**config.mk**
```make
export PLATFORM = sky130hd
export DESIGN_NAME = status_event_register_groups
export DESIGN_NICKNAME = d
export VERILOG_FILES = /design/src/hdl/pin_sync.v /design/src/hdl/status_group.v /design/src/hdl/status_event_register_groups.v
export VERILOG_INCLUDE_DIRS = /design/src /design/src/hdl
export SDC_FILE = /design/constraint.sdc
export NUM_CORES = 1
export LEC_CHECK = 0
export BUFFER_PORTS_ARGS = -buffer_cell sky130_fd_sc_hd__buf_2
export CAP_MARGIN = 10
export CORE_MARGIN = 2
export CORE_UTILIZATION = 25
export DETAILED_ROUTE_END_ITERATION = 7
export PLACE_DENSITY = 0.5
export SETUP_SLACK_MARGIN = 0.5
export SLEW_MARGIN = 0
export SYNTH_ARGS = -nofsm -noshare
export SYNTH_HDL_FRONTEND = slang
export SYNTH_HIERARCHICAL = 1
export SYNTH_SLANG_ARGS = --single-unit
```
**constraint.sdc**
```tcl
create_clock -name core_clk_i -period 6 [get_ports core_clk_i]
set_input_delay 0.3 -clock core_clk_i [delete_from_list [all_inputs] [get_ports core_clk_i]]
set_output_delay 0.3 -clock core_clk_i [all_outputs]
set_load 0.02 [all_outputs]
```
**src/hdl/status_defines.vh**
```
/*
  Command codes, bit positions, valid-bit masks and reset values of the status register groups.
  Included by the top design file, the property file and the bench (not the host model); holds definitions only.
*/
`ifndef STATUS_DEFINES_VH
`define STATUS_DEFINES_VH

// command codes on cmd_code_i
`define CMD_CLEAR_STATUS        5'h01
`define CMD_STATUS_PRESET       5'h02
`define CMD_EVENT_MASK_WRITE    5'h03
`define CMD_QUALITY_MASK_WRITE  5'h04
`define CMD_ALARM_MASK_WRITE    5'h05
`define CMD_OPER_MASK_WRITE     5'h06
`define CMD_POWER_ON_CLEAR_WR   5'h07
`define CMD_COMPLETION_MARKER   5'h08
`define CMD_THRESHOLD_WRITE     5'h09
`define CMD_EVENT_LATCH_READ    5'h10
`define CMD_QUALITY_LATCH_READ  5'h11
`define CMD_ALARM_LATCH_READ    5'h12
`define CMD_OPER_LATCH_READ     5'h13
`define CMD_EVENT_MASK_READ     5'h14
`define CMD_QUALITY_MASK_READ   5'h15
`define CMD_ALARM_MASK_READ     5'h16
`define CMD_OPER_MASK_READ      5'h17
`define CMD_ALARM_COND_READ     5'h18
`define CMD_OPER_COND_READ      5'h19
`define CMD_POWER_ON_CLEAR_RD   5'h1A
`define CMD_THRESHOLD_READ      5'h1B

// standard event bits
`define EV_OPC_BIT              0
`define EV_QUERY_BIT            2
`define EV_DEVICE_BIT           3
`define EV_EXEC_BIT             4
`define EV_SYNTAX_BIT           5
`define EV_POWER_BIT            7
`define EV_VALID                8'hBD

// quality bits
`define QU_VOLT_BIT             0
`define QU_CURR_BIT             1
`define QU_RES_BIT              9
`define QU_TEMP_BIT             10
`define QU_TOTAL_BIT            11
`define QU_MEM_BIT              12
`define QU_VALID                16'h1E03

// alarm bits
`define AL_QUEUE_BIT            4
`define AL_OVERFLOW_BIT         5
`define AL_VALID                16'h003F

// operation bits
`define OP_SCAN_BIT             4
`define OP_CONFIG_BIT           8
`define OP_THRESH_BIT           9
`define OP_VALID                16'h0310

// status byte summary positions
`define SB_QUALITY_BIT          3
`define SB_EVENT_BIT            5
`define SB_OPER_BIT             7

// reset values
`define THRESHOLD_RESET         16'h0001
`define MASK_RESET              16'h0000

`endif

```
**src/hdl/pin_sync.v**
```verilog
/*
  Three-stage synchroniser for pins; a change counts once the second and third stages agree.
  Assumes inputs asynchronous to core_clk_i.
*/
`timescale 1ns/100ps
`default_nettype none

module pin_sync #(
  parameter WIDTH = 1
) (
  input  wire             core_clk_i,
  input  wire             rst_b_i,
  input  wire [WIDTH-1:0] pin_i,
  output wire [WIDTH-1:0] level_o
);

  genvar g;
  generate
    for (g = 0; g < WIDTH; g = g + 1)
    begin : bit_sync
      reg s1_q;
      reg s2_q;
      reg s3_q;
      reg level_q;
      always @(posedge core_clk_i or negedge rst_b_i)
      begin
        if (!rst_b_i)
        begin
          s1_q    <= 1'b0;
          s2_q    <= 1'b0;
          s3_q    <= 1'b0;
          level_q <= 1'b0;
        end
        else
        begin
          s1_q <= pin_i[g];
          s2_q <= s1_q;
          s3_q <= s2_q;
          if (s2_q == s3_q)
          begin
            level_q <= s3_q;
          end
        end
      end
      assign level_o[g] = level_q;
    end
  endgenerate

endmodule

`default_nettype wire

```
**src/hdl/status_group.v**
```verilog
/*
  One status register group: sticky event latch, enable mask and registered summary.
  Assumes set, clear and mask strobes come from logic on core_clk_i.
*/
`timescale 1ns/100ps
`default_nettype none

module status_group #(
  parameter             WIDTH = 16,
  parameter [WIDTH-1:0] VALID = {WIDTH{1'b1}}
) (
  input  wire             core_clk_i,
  input  wire             rst_b_i,
  input  wire [WIDTH-1:0] set_i,
  input  wire             clr_i,
  input  wire             mask_wr_i,
  input  wire             mask_clr_i,
  input  wire [WIDTH-1:0] mask_i,
  output reg  [WIDTH-1:0] latch_o,
  output reg  [WIDTH-1:0] mask_o,
  output reg              summary_o
);

  reg [WIDTH-1:0] latch_d;
  reg [WIDTH-1:0] mask_d;

  always @*
  begin
    // a set in the clearing cycle survives
    latch_d = ({WIDTH{~clr_i}} & latch_o) | (set_i & VALID);
    mask_d  = mask_o;
    if (mask_clr_i)
    begin
      mask_d = {WIDTH{1'b0}};
    end
    else if (mask_wr_i)
    begin
      mask_d = mask_i & VALID;
    end
  end

  always @(posedge core_clk_i or negedge rst_b_i)
  begin
    if (!rst_b_i)
    begin
      latch_o   <= {WIDTH{1'b0}};
      mask_o    <= {WIDTH{1'b0}};
      summary_o <= 1'b0;
    end
    else
    begin
      latch_o   <= latch_d;
      mask_o    <= mask_d;
      summary_o <= |(latch_d & mask_d);
    end
  end

endmodule

`default_nettype wire

```
**src/hdl/status_event_register_groups.v**
```verilog
/*
  Status reporting groups: quality, standard event, alarm and operation latches with masks,
  a command port for writes and queries, and summaries for the status byte.
  Assumes event inputs are on core_clk_i except the front-panel change pin, and that
  nonvolatile power-on-clear flag and event mask are presented on nv_* from reset release.
*/
`timescale 1ns/100ps
`default_nettype none
`include "status_defines.vh"

module status_event_register_groups (
  input  wire        core_clk_i,
  input  wire        rst_b_i,
  input  wire        cmd_valid_i,
  input  wire [4:0]  cmd_code_i,
  input  wire [15:0] cmd_data_i,
  output reg         cmd_ready_o,
  output reg         resp_valid_o,
  output reg  [15:0] resp_data_o,
  input  wire        nv_power_on_clear_i,
  input  wire [7:0]  nv_event_mask_i,
  output reg         power_on_clear_o,
  output wire [7:0]  event_mask_o,
  input  wire        commands_idle_i,
  input  wire        read_empty_err_i,
  input  wire        unread_query_err_i,
  input  wire        buffers_full_err_i,
  input  wire        selftest_err_i,
  input  wire        exec_err_i,
  input  wire        syntax_err_i,
  input  wire [3:0]  overload_i,
  input  wire        totalizer_overflow_i,
  input  wire        memory_overflow_i,
  input  wire [3:0]  alarm_hit_i,
  input  wire        alarm_queue_busy_i,
  input  wire        alarm_queue_overflow_i,
  input  wire        scanning_i,
  input  wire        scan_start_i,
  input  wire        front_panel_change_i,
  input  wire [15:0] readings_stored_i,
  output reg  [7:0]  status_byte_o,
  output reg         alarm_summary_o,
  output reg         err_push_o,
  output reg  [3:0]  err_bits_o
);

  localparam [1:0] ST_CAPTURE = 2'b01;
  localparam [1:0] ST_RUN     = 2'b10;

  reg  [1:0]  state_q;
  reg  [1:0]  state_d;
  reg         opc_armed_q;
  reg  [15:0] threshold_q;
  reg         thresh_reached_q;
  reg         config_cond_q;
  reg         panel_level_q;
  reg  [15:0] alarm_cond_q;
  reg  [15:0] oper_cond_q;

  wire        panel_level;
  wire        run;
  wire        cmd;
  wire [7:0]  ev_latch;
  wire [15:0] qu_latch;
  wire [15:0] qu_mask;
  wire [15:0] al_latch;
  wire [15:0] al_mask;
  wire [15:0] op_latch;
  wire [15:0] op_mask;
  wire        ev_sum;
  wire        qu_sum;
  wire        al_sum;
  wire        op_sum;

  reg  [7:0]  ev_set;
  reg  [15:0] qu_set;
  reg  [15:0] al_set;
  reg  [15:0] op_set;
  reg  [15:0] alarm_cond_d;
  reg  [15:0] oper_cond_d;
  reg         is_clear;
  reg         is_preset;
  reg         known;
  reg         thresh_now;
  reg  [3:0]  err_d;
  reg         resp_d;
  reg  [15:0] resp_data_d;

  assign run = (state_q == ST_RUN);
  assign cmd = run & cmd_valid_i;

  pin_sync #(
    .WIDTH (1)
  ) u_panel_sync (
    .core_clk_i (core_clk_i),
    .rst_b_i    (rst_b_i),
    .pin_i      (front_panel_change_i),
    .level_o    (panel_level)
  );

  // power-up sequencing
  always @*
  begin
    case (state_q)
      ST_CAPTURE:
      begin
        state_d = ST_RUN;
      end
      ST_RUN:
      begin
        state_d = ST_RUN;
      end
      default:
      begin
        state_d = ST_CAPTURE;
      end
    endcase
  end

  // command decode
  always @*
  begin
    is_clear  = cmd & (cmd_code_i == `CMD_CLEAR_STATUS);
    is_preset = cmd & (cmd_code_i == `CMD_STATUS_PRESET);
    known     = 1'b1;
    resp_d    = 1'b0;
    resp_data_d = 16'h0000;
    if (cmd)
    begin
      case (cmd_code_i)
        `CMD_CLEAR_STATUS,
        `CMD_STATUS_PRESET,
        `CMD_EVENT_MASK_WRITE,
        `CMD_QUALITY_MASK_WRITE,
        `CMD_ALARM_MASK_WRITE,
        `CMD_OPER_MASK_WRITE,
        `CMD_POWER_ON_CLEAR_WR,
        `CMD_COMPLETION_MARKER,
        `CMD_THRESHOLD_WRITE:
        begin
          known = 1'b1;
        end
        `CMD_EVENT_LATCH_READ:
        begin
          resp_d      = 1'b1;
          resp_data_d = {8'h00, ev_latch};
        end
        `CMD_QUALITY_LATCH_READ:
        begin
          resp_d      = 1'b1;
          resp_data_d = qu_latch;
        end
        `CMD_ALARM_LATCH_READ:
        begin
          resp_d      = 1'b1;
          resp_data_d = al_latch;
        end
        `CMD_OPER_LATCH_READ:
        begin
          resp_d      = 1'b1;
          resp_data_d = op_latch;
        end
        `CMD_EVENT_MASK_READ:
        begin
          resp_d      = 1'b1;
          resp_data_d = {8'h00, event_mask_o};
        end
        `CMD_QUALITY_MASK_READ:
        begin
          resp_d      = 1'b1;
          resp_data_d = qu_mask;
        end
        `CMD_ALARM_MASK_READ:
        begin
          resp_d      = 1'b1;
          resp_data_d = al_mask;
        end
        `CMD_OPER_MASK_READ:
        begin
          resp_d      = 1'b1;
          resp_data_d = op_mask;
        end
        `CMD_ALARM_COND_READ:
        begin
          resp_d      = 1'b1;
          resp_data_d = alarm_cond_q;
        end
        `CMD_OPER_COND_READ:
        begin
          resp_d      = 1'b1;
          resp_data_d = oper_cond_q;
        end
        `CMD_POWER_ON_CLEAR_RD:
        begin
          resp_d      = 1'b1;
          resp_data_d = {15'h0000, power_on_clear_o};
        end
        `CMD_THRESHOLD_READ:
        begin
          resp_d      = 1'b1;
          resp_data_d = threshold_q;
        end
        default:
        begin
          known = 1'b0;
        end
      endcase
    end
  end

  // event sources
  always @*
  begin
    thresh_now = (readings_stored_i >= threshold_q);
    alarm_cond_d = 16'h0000;
    alarm_cond_d[`AL_QUEUE_BIT] = alarm_queue_busy_i;
    oper_cond_d = 16'h0000;
    oper_cond_d[`OP_SCAN_BIT]   = scanning_i;
    oper_cond_d[`OP_CONFIG_BIT] = config_cond_q;
    oper_cond_d[`OP_THRESH_BIT] = thresh_reached_q;

    ev_set = 8'h00;
    ev_set[`EV_OPC_BIT]    = opc_armed_q & commands_idle_i;
    ev_set[`EV_QUERY_BIT]  = read_empty_err_i | unread_query_err_i | buffers_full_err_i;
    ev_set[`EV_DEVICE_BIT] = selftest_err_i | (|overload_i);
    ev_set[`EV_EXEC_BIT]   = exec_err_i;
    ev_set[`EV_SYNTAX_BIT] = syntax_err_i | (cmd & ~known);
    ev_set[`EV_POWER_BIT]  = (state_q == ST_CAPTURE);

    // overload alone leaves the error queue alone
    err_d = {ev_set[`EV_SYNTAX_BIT], ev_set[`EV_EXEC_BIT], selftest_err_i, ev_set[`EV_QUERY_BIT]};

    qu_set = 16'h0000;
    qu_set[`QU_VOLT_BIT]  = overload_i[0];
    qu_set[`QU_CURR_BIT]  = overload_i[1];
    qu_set[`QU_RES_BIT]   = overload_i[2];
    qu_set[`QU_TEMP_BIT]  = overload_i[3];
    qu_set[`QU_TOTAL_BIT] = totalizer_overflow_i;
    qu_set[`QU_MEM_BIT]   = memory_overflow_i;

    al_set = 16'h0000;
    al_set[3:0] = alarm_hit_i;
    al_set[`AL_QUEUE_BIT]    = alarm_queue_busy_i & ~alarm_cond_q[`AL_QUEUE_BIT];
    al_set[`AL_OVERFLOW_BIT] = alarm_queue_overflow_i;

    // rising condition edges latch into the operation group
    op_set = oper_cond_d & ~oper_cond_q;
  end

  status_group #(
    .WIDTH (8),
    .VALID (`EV_VALID)
  ) u_event (
    .core_clk_i (core_clk_i),
    .rst_b_i    (rst_b_i),
    .set_i      (ev_set),
    .clr_i      (is_clear | (cmd & (cmd_code_i == `CMD_EVENT_LATCH_READ))),
    .mask_wr_i  ((state_q == ST_CAPTURE) | (cmd & (cmd_code_i == `CMD_EVENT_MASK_WRITE))),
    .mask_clr_i ((state_q == ST_CAPTURE) & nv_power_on_clear_i),
    .mask_i     (run ? cmd_data_i[7:0] : nv_event_mask_i),
    .latch_o    (ev_latch),
    .mask_o     (event_mask_o),
    .summary_o  (ev_sum)
  );

  status_group #(
    .WIDTH (16),
    .VALID (`QU_VALID)
  ) u_quality (
    .core_clk_i (core_clk_i),
    .rst_b_i    (rst_b_i),
    .set_i      (qu_set),
    .clr_i      (is_clear | (cmd & (cmd_code_i == `CMD_QUALITY_LATCH_READ))),
    .mask_wr_i  (cmd & (cmd_code_i == `CMD_QUALITY_MASK_WRITE)),
    .mask_clr_i (is_preset),
    .mask_i     (cmd_data_i),
    .latch_o    (qu_latch),
    .mask_o     (qu_mask),
    .summary_o  (qu_sum)
  );

  status_group #(
    .WIDTH (16),
    .VALID (`AL_VALID)
  ) u_alarm (
    .core_clk_i (core_clk_i),
    .rst_b_i    (rst_b_i),
    .set_i      (al_set),
    .clr_i      (is_clear | (cmd & (cmd_code_i == `CMD_ALARM_LATCH_READ))),
    .mask_wr_i  (cmd & (cmd_code_i == `CMD_ALARM_MASK_WRITE)),
    .mask_clr_i (is_preset),
    .mask_i     (cmd_data_i),
    .latch_o    (al_latch),
    .mask_o     (al_mask),
    .summary_o  (al_sum)
  );

  status_group #(
    .WIDTH (16),
    .VALID (`OP_VALID)
  ) u_oper (
    .core_clk_i (core_clk_i),
    .rst_b_i    (rst_b_i),
    .set_i      (op_set),
    .clr_i      (is_clear | (cmd & (cmd_code_i == `CMD_OPER_LATCH_READ))),
    .mask_wr_i  (cmd & (cmd_code_i == `CMD_OPER_MASK_WRITE)),
    .mask_clr_i (is_preset),
    .mask_i     (cmd_data_i),
    .latch_o    (op_latch),
    .mask_o     (op_mask),
    .summary_o  (op_sum)
  );

  always @(posedge core_clk_i or negedge rst_b_i)
  begin
    if (!rst_b_i)
    begin
      state_q          <= ST_CAPTURE;
      power_on_clear_o <= 1'b0;
      opc_armed_q      <= 1'b0;
      threshold_q      <= `THRESHOLD_RESET;
      thresh_reached_q <= 1'b0;
      config_cond_q    <= 1'b0;
      panel_level_q    <= 1'b0;
      alarm_cond_q     <= 16'h0000;
      oper_cond_q      <= 16'h0000;
      cmd_ready_o      <= 1'b0;
      resp_valid_o     <= 1'b0;
      resp_data_o      <= 16'h0000;
      status_byte_o    <= 8'h00;
      alarm_summary_o  <= 1'b0;
      err_push_o       <= 1'b0;
      err_bits_o       <= 4'h0;
    end
    else
    begin
      state_q     <= state_d;
      cmd_ready_o <= (state_d == ST_RUN);
      if (state_q == ST_CAPTURE)
      begin
        power_on_clear_o <= nv_power_on_clear_i;
      end
      else if (cmd & (cmd_code_i == `CMD_POWER_ON_CLEAR_WR))
      begin
        power_on_clear_o <= cmd_data_i[0];
      end
      if (cmd & (cmd_code_i == `CMD_COMPLETION_MARKER))
      begin
        opc_armed_q <= 1'b1;
      end
      else if (commands_idle_i | is_clear)
      begin
        opc_armed_q <= 1'b0;
      end
      if (cmd & (cmd_code_i == `CMD_THRESHOLD_WRITE))
      begin
        threshold_q <= (cmd_data_i == 16'h0000) ? `THRESHOLD_RESET : cmd_data_i;
      end
      // rearms only after the count drops below the threshold
      thresh_reached_q <= thresh_now;
      panel_level_q    <= panel_level;
      if (scan_start_i)
      begin
        config_cond_q <= 1'b0;
      end
      else if (panel_level & ~panel_level_q)
      begin
        config_cond_q <= 1'b1;
      end
      alarm_cond_q    <= alarm_cond_d;
      oper_cond_q     <= oper_cond_d;
      resp_valid_o    <= resp_d;
      resp_data_o     <= resp_data_d;
      status_byte_o   <= {op_sum, 1'b0, ev_sum, 1'b0, qu_sum, 3'b000};
      alarm_summary_o <= al_sum;
      err_push_o      <= |err_d;
      err_bits_o      <= err_d;
    end
  end

endmodule

`default_nettype wire

```
After elaboration in Yosys (flattened, before gate mapping)
Cells that the tools add are included.
{"block": "op_classes", "magnitude_cmp": 1, "eq_ne": 25, "mux": 23, "bitwise_logic": 50, "n_reduce_logical": 13}
{"operator": "case mux 16 bit (12 select lines)", "count": 1}
{"operator": "two-way mux 16 bit", "count": 8}
{"operator": "AND 16 bit", "count": 6}
{"operator": "equality test 5 bit, second input constant", "count": 12}
{"operator": "OR reduction 16 bit", "count": 3}
{"operator": "two-way mux 8 bit", "count": 3}
{"operator": "OR reduction 21 bit", "count": 1}
{"operator": "equality test 5 x 3 -> 1 bit, second input constant", "count": 4}
{"operator": "AND 1 bit", "count": 19}
{"operator": "AND 8 bit", "count": 2}
{"operator": "greater-or-equal comparator 16 bit", "count": 1}
{"operator": "logical NOT 16 bit", "count": 1}
{"operator": "bitwise OR 16 x 10 -> 16 bit", "count": 1}
{"operator": "bitwise OR 16 x 13 -> 16 bit", "count": 1}
{"operator": "bitwise OR 16 x 6 -> 16 bit", "count": 1}
{"operator": "OR reduction 12 bit", "count": 1}
{"operator": "AND 10 bit", "count": 1}
{"operator": "equality test 5 x 2 -> 1 bit, second input constant", "count": 2}
{"operator": "equality test 5 x 4 -> 1 bit, second input constant", "count": 2}
{"operator": "two-way mux 1 bit", "count": 10}
{"operator": "NOT 10 bit", "count": 1}
{"operator": "bitwise OR 1 bit", "count": 10}
{"operator": "bitwise OR 8 bit", "count": 1}
{"operator": "OR reduction 4 bit", "count": 2}
{"operator": "9 further kinds", "count": 18}
{"block": "totals", "regBits": 174, "inputBits": 71, "output_inout_bits": 41, "word_cells": 144}

Longest topological paths before layout
{"block": "logic_depth", "word_depth": 10, "depth_mapped": 11, "depth_no_buf": 10}

Cells and area by module
The synthesis kept the hierarchy.
{"mod": "status_event_register_groups", "n_inst": 1, "cells_each": 331, "area_per_inst_um2": 3259.4, "seq_area_each_um2": 1328.8}
{"mod": "status_group (u_quality)", "n_inst": 1, "cells_each": 86, "area_per_inst_um2": 1189.9, "seq_area_each_um2": 825.8}
{"mod": "status_group (u_alarm)", "n_inst": 1, "cells_each": 88, "area_per_inst_um2": 1187.4, "seq_area_each_um2": 825.8}
{"mod": "status_group (u_oper)", "n_inst": 1, "cells_each": 84, "area_per_inst_um2": 1152.4, "seq_area_each_um2": 825.8}
{"mod": "status_group (u_event)", "n_inst": 1, "cells_each": 48, "area_per_inst_um2": 644.4, "seq_area_each_um2": 425.4}
{"mod": "pin_sync", "n_inst": 1, "cells_each": 5, "area_per_inst_um2": 111.4, "seq_area_each_um2": 100.1}

Worst setup path after synthesis
No wires, ideal clock.
{"block": "synth_path", "path_type": "register to register", "from": "register cmd_ready_o (netlist name)", "to": "register u_quality.summary_o", "setup_ns": 0.143, "arrival_time_ns": 2.294, "t_required_ns": 5.857, "setup_slack_ns": 3.563, "path_stages_with_launch": 10, "n_path_buf": 1, "synth_period_minus_slack_ns": 2.437, "cell_sequence": "dfrtp_1 ha_1 nand2_1 or4b_1 nor3_1 buf_6 mux2i_1 nor2_1 a222oi_1 nand4_1"}
{"element": "to (signal assigned)", "line_no": "status_group.v:54", "source": "summary_o <= |(latch_d & mask_d);"}
{"element": "to (decl)", "line_no": "status_group.v:21", "source": "output reg summary_o"}

Final worst setup path
{"block": "layout_path", "from": "register state_q[0]", "to": "register u_alarm.summary_o"}
{"block": "layout_via", "elab_chain_len": 9, "elab_cells_between_ends": 14, "cone_classes": "eq/ne (1); mux (2); bitwise (10); reduce/logical (1)"}
{"element": "from (decl)", "line_no": "status_event_register_groups.v:50", "source": "reg [1:0] state_q;"}
{"element": "from (signal assigned)", "line_no": "status_event_register_groups.v:337", "source": "state_q <= state_d;"}
{"element": "equality test 2 bit (*)", "line_no": "status_event_register_groups.v:89", "source": "assign run = (state_q == ST_RUN);"}
{"element": "AND 1 bit (*)", "line_no": "status_event_register_groups.v:90", "source": "assign cmd = run & cmd_valid_i;"}
{"element": "AND 1 bit (on tied branches)", "line_no": "status_event_register_groups.v:123, status_event_register_groups.v:289"}
{"element": "bitwise OR 1 bit", "line_no": "status_event_register_groups.v:289", "source": ".clr_i (is_clear | (cmd & (cmd_code_i == `CMD_ALARM_LATCH_READ))),"}
{"element": "NOT 1 bit", "line_no": "status_group.v:30", "source": "latch_d = ({WIDTH{~clr_i}} & latch_o) | (set_i & VALID);"}
{"element": "AND 16 bit", "line_no": "status_group.v:30"}
{"element": "bitwise OR 16 x 6 -> 16 bit", "line_no": "status_group.v:30"}
{"element": "AND 16 bit (*)", "line_no": "status_group.v:54"}
{"element": "OR reduction 16 bit (*)", "line_no": "status_group.v:54"}
{"element": "to (signal assigned)", "line_no": "status_group.v:54"}
{"element": "to (decl)", "line_no": "status_group.v:21"}
Mark *: on every way between the ends. The rest lies on a longest branch, timed or not.
A chain may end at the register's enable or synchronous reset.

==> summary.md <==
| Metric | Value |
|---|---|
| 1st-iter DRT viols | 454 |
| GR met3 Demand/Resource | 3.00% |
| Minimum clock period | 3240 ps |
| TritonCTS buffer count | 17 |
| Final Setup Violations | 0 |
| Layout cell share with drive strength beyond 1 | 22.2% |
| Element type at the critical path start | flip-flop |
| GRT Resource Usage Total | 15.2% |
| Post-synthesis to final-layout area growth | 20.4% |
| Count of final hold-check violations | 0 |
| Post-placement setup slack | 2770 ps |
| Area of all placed cells without fillers | 9060 um2 |
| Setup ws final | 2760 ps |
| I/O pin count | 112 |
| Pin count of the biggest net entering global routing | 77 |
| Number of remaining DRC errors | 0 |
| Most common cell after layout, fill and taps aside | dfrtp_1 |
| Crit Path Category | reg2reg |
| Maximum frequency from static timing analysis | 309 MHz |
| Placeable core area | 29,600 um2 |
| Drt via density | 4.82 |
| Setup total negative slack | 0 ps |
| Sequential Area | 4330 um2 |
| Remaining max-slew budget at the tightest pin | 25.8% |
| Global routing usage on met2 | 21.8% |
| Commonest cells after routing, fill and taps aside | dfrtp_1, buf_2, a22oi_1 |
| Number of sinks on the clock net | 173 |
| Met1 Use GR | 22.8% |
| Hold Crit Class | in2reg |
| Count of standard-cell rows | 63 |
| Placed wire-length estimate after detailed placement | 17.3 mm |
| Layout Skew | 11.1 ps |
| Final antenna-violating net count | 0 |
| Root buffer cell | clkbuf_16 |
| Placed inst area | 8410 um2 |
| Antenna Diode Count | 0 |
| Worst EP required | 6290 ps |
| Worst-Margin Slew | 1110 ps |
| Max Buffers Root-to-Sink | 2 |
| Tightest hold margin | 14.6 ps |
| Gpl congestion | 0.810 |
| Die outline height | 177 um |
| Length of the first detailed-routing pass in iterations | 5 |
| Via count of the first global-routing pass | 5,523 |
| Final worst path period share | 54.0% |
| Count of max-cap constraint violations | 0 |
| Worst skew pair latency | 430 ps |
| Fillers | 3,146 |
| Post-Syn Area | 7520 um2 |
| Pwr/cell area | 311 nW/um2 |
| Arrival time at the worst endpoint | 3520 ps |
| First-pass GRT wire length | 35.2 mm |
| Nature of the critical path endpoint | flip-flop |
| Clock Pin Slew Worst Setup and Hold Paths | 70 ps |
| Die ar. | 31,500 um2 |
| Number of warning messages in the yosys log | 6 |
| Total leakage power | 4.10 nW |
| Count of mapped cells out of synthesis | 640 |
| CTS tree | built |
| Overall overflow remaining after global route | 0 |
| Depth of the most critical reg-to-reg path | 8 |
| X dimension of the die | 177 um |
| Number of vias after detailed routing | 5,550 |
| Initial antenna violation count | 1 |
| Most Crowded Layer GR | met1 |
| Net total in the final layout | 838 |
| Post CTS Setup Buffer Count | 0 |
| Setup repair after global routing missed its margin | false |
| Final Max Tran Viols | 0 |
| Number of levels in the clock H-tree | 4 |
| Multi-input combinational cell area | 2890 um2 |
| Total length of routed wires | 23.6 mm |
| Result of the run | completed |
| Initial Utilization | 25.4% |
| VDD IR-drop max | 0.000200 V |
| Average instance area after synthesis | 11.8 um2 |
| Routed WL per cell | 20.5 um |
| # port buffers | 104 |
| Maximum fanout along the worst path | 11 |
| Cell count of the worst hold path | 1 |
## through the flow
stage | power [mW] | utilization [%] | cells
after floorplan | 1.52 | - | 644
after global placement | 1.68 | 28.4 | 1115
after detailed placement | 1.68 | 28.4 | 1115
after CTS | 2.84 | 30.6 | 1151
after global routing | 2.94 | 30.6 | 1151
final | 2.81 | 30.6 | 1151
## final timing paths
kind | slack, ps | startpoint | to
min in group asynchronous | 340 | rst_b_i | resp_data_o[10]
min | 10 | exec_err_i | err_bits_o[2]
max | 2760 | state_q[0] | u_alarm/summary_o
min reg2reg | 350 | u_panel_sync/bit_sync[0].s1_q | u_panel_sync/bit_sync[0].s2_q
max reg2reg | 2760 | state_q[0] | u_alarm/summary_o
max in group asynchronous | 4320 | rst_b_i | u_oper/latch_o[5]
## power by group
part / switching [mW] / internal (mW)
Sequential: 0.0676 / 1.26
Combinational: 0.208 / 0.125
Clock: 0.525 / 0.632
Total: 0.800 / 2.01
## routing by layer
layer / wire length [um] / part of all wire [%]
met2: 10400 / 44
met5: 0 / 0
met4: 429 / 1.8
met1: 11500 / 49
met3: 1310 / 5.5
## final cells by class
class | count | share of cell area (%)
flip-flops and latches | 173 | 47.8
well taps | 390 | 5.39
inverters | 27 | 1.12
multi-input cells | 411 | 31.9
repair buffers | 119 | 7.20
clock buffers | 17 | 4.70
clock inverters | 14 | 1.89
## state kept, by name, summed over array words and instances, names as in the netlist, 3 cells and up
name               count
threshold_q           16
u_alarm/mask_o        16
resp_data_o           16
u_quality/latch_o     16
u_oper/latch_o        16
u_oper/mask_o         16
u_event/mask_o         8
u_alarm/latch_o       16
u_quality/mask_o      16
err_bits_o             4
u_event/latch_o        8
status_byte_o          3
oper_cond_q            3
## critical path, cell delays in order, from the launching register on
cell      delay (ps)
dfstp_2          370
inv_1             40
ha_1             440
nand2_1          160
or4b_1           630
nor2_1           670
nor2_1           380
o211ai_1         230
nand4_1          160
## what timing repair did
action                    4_1_cts  5_1_grt
resized for setup               0        0
hold buffers                    5        0
hold endpoints to repair       43        0
Note: power is estimated with default switching activity, not from simulation.
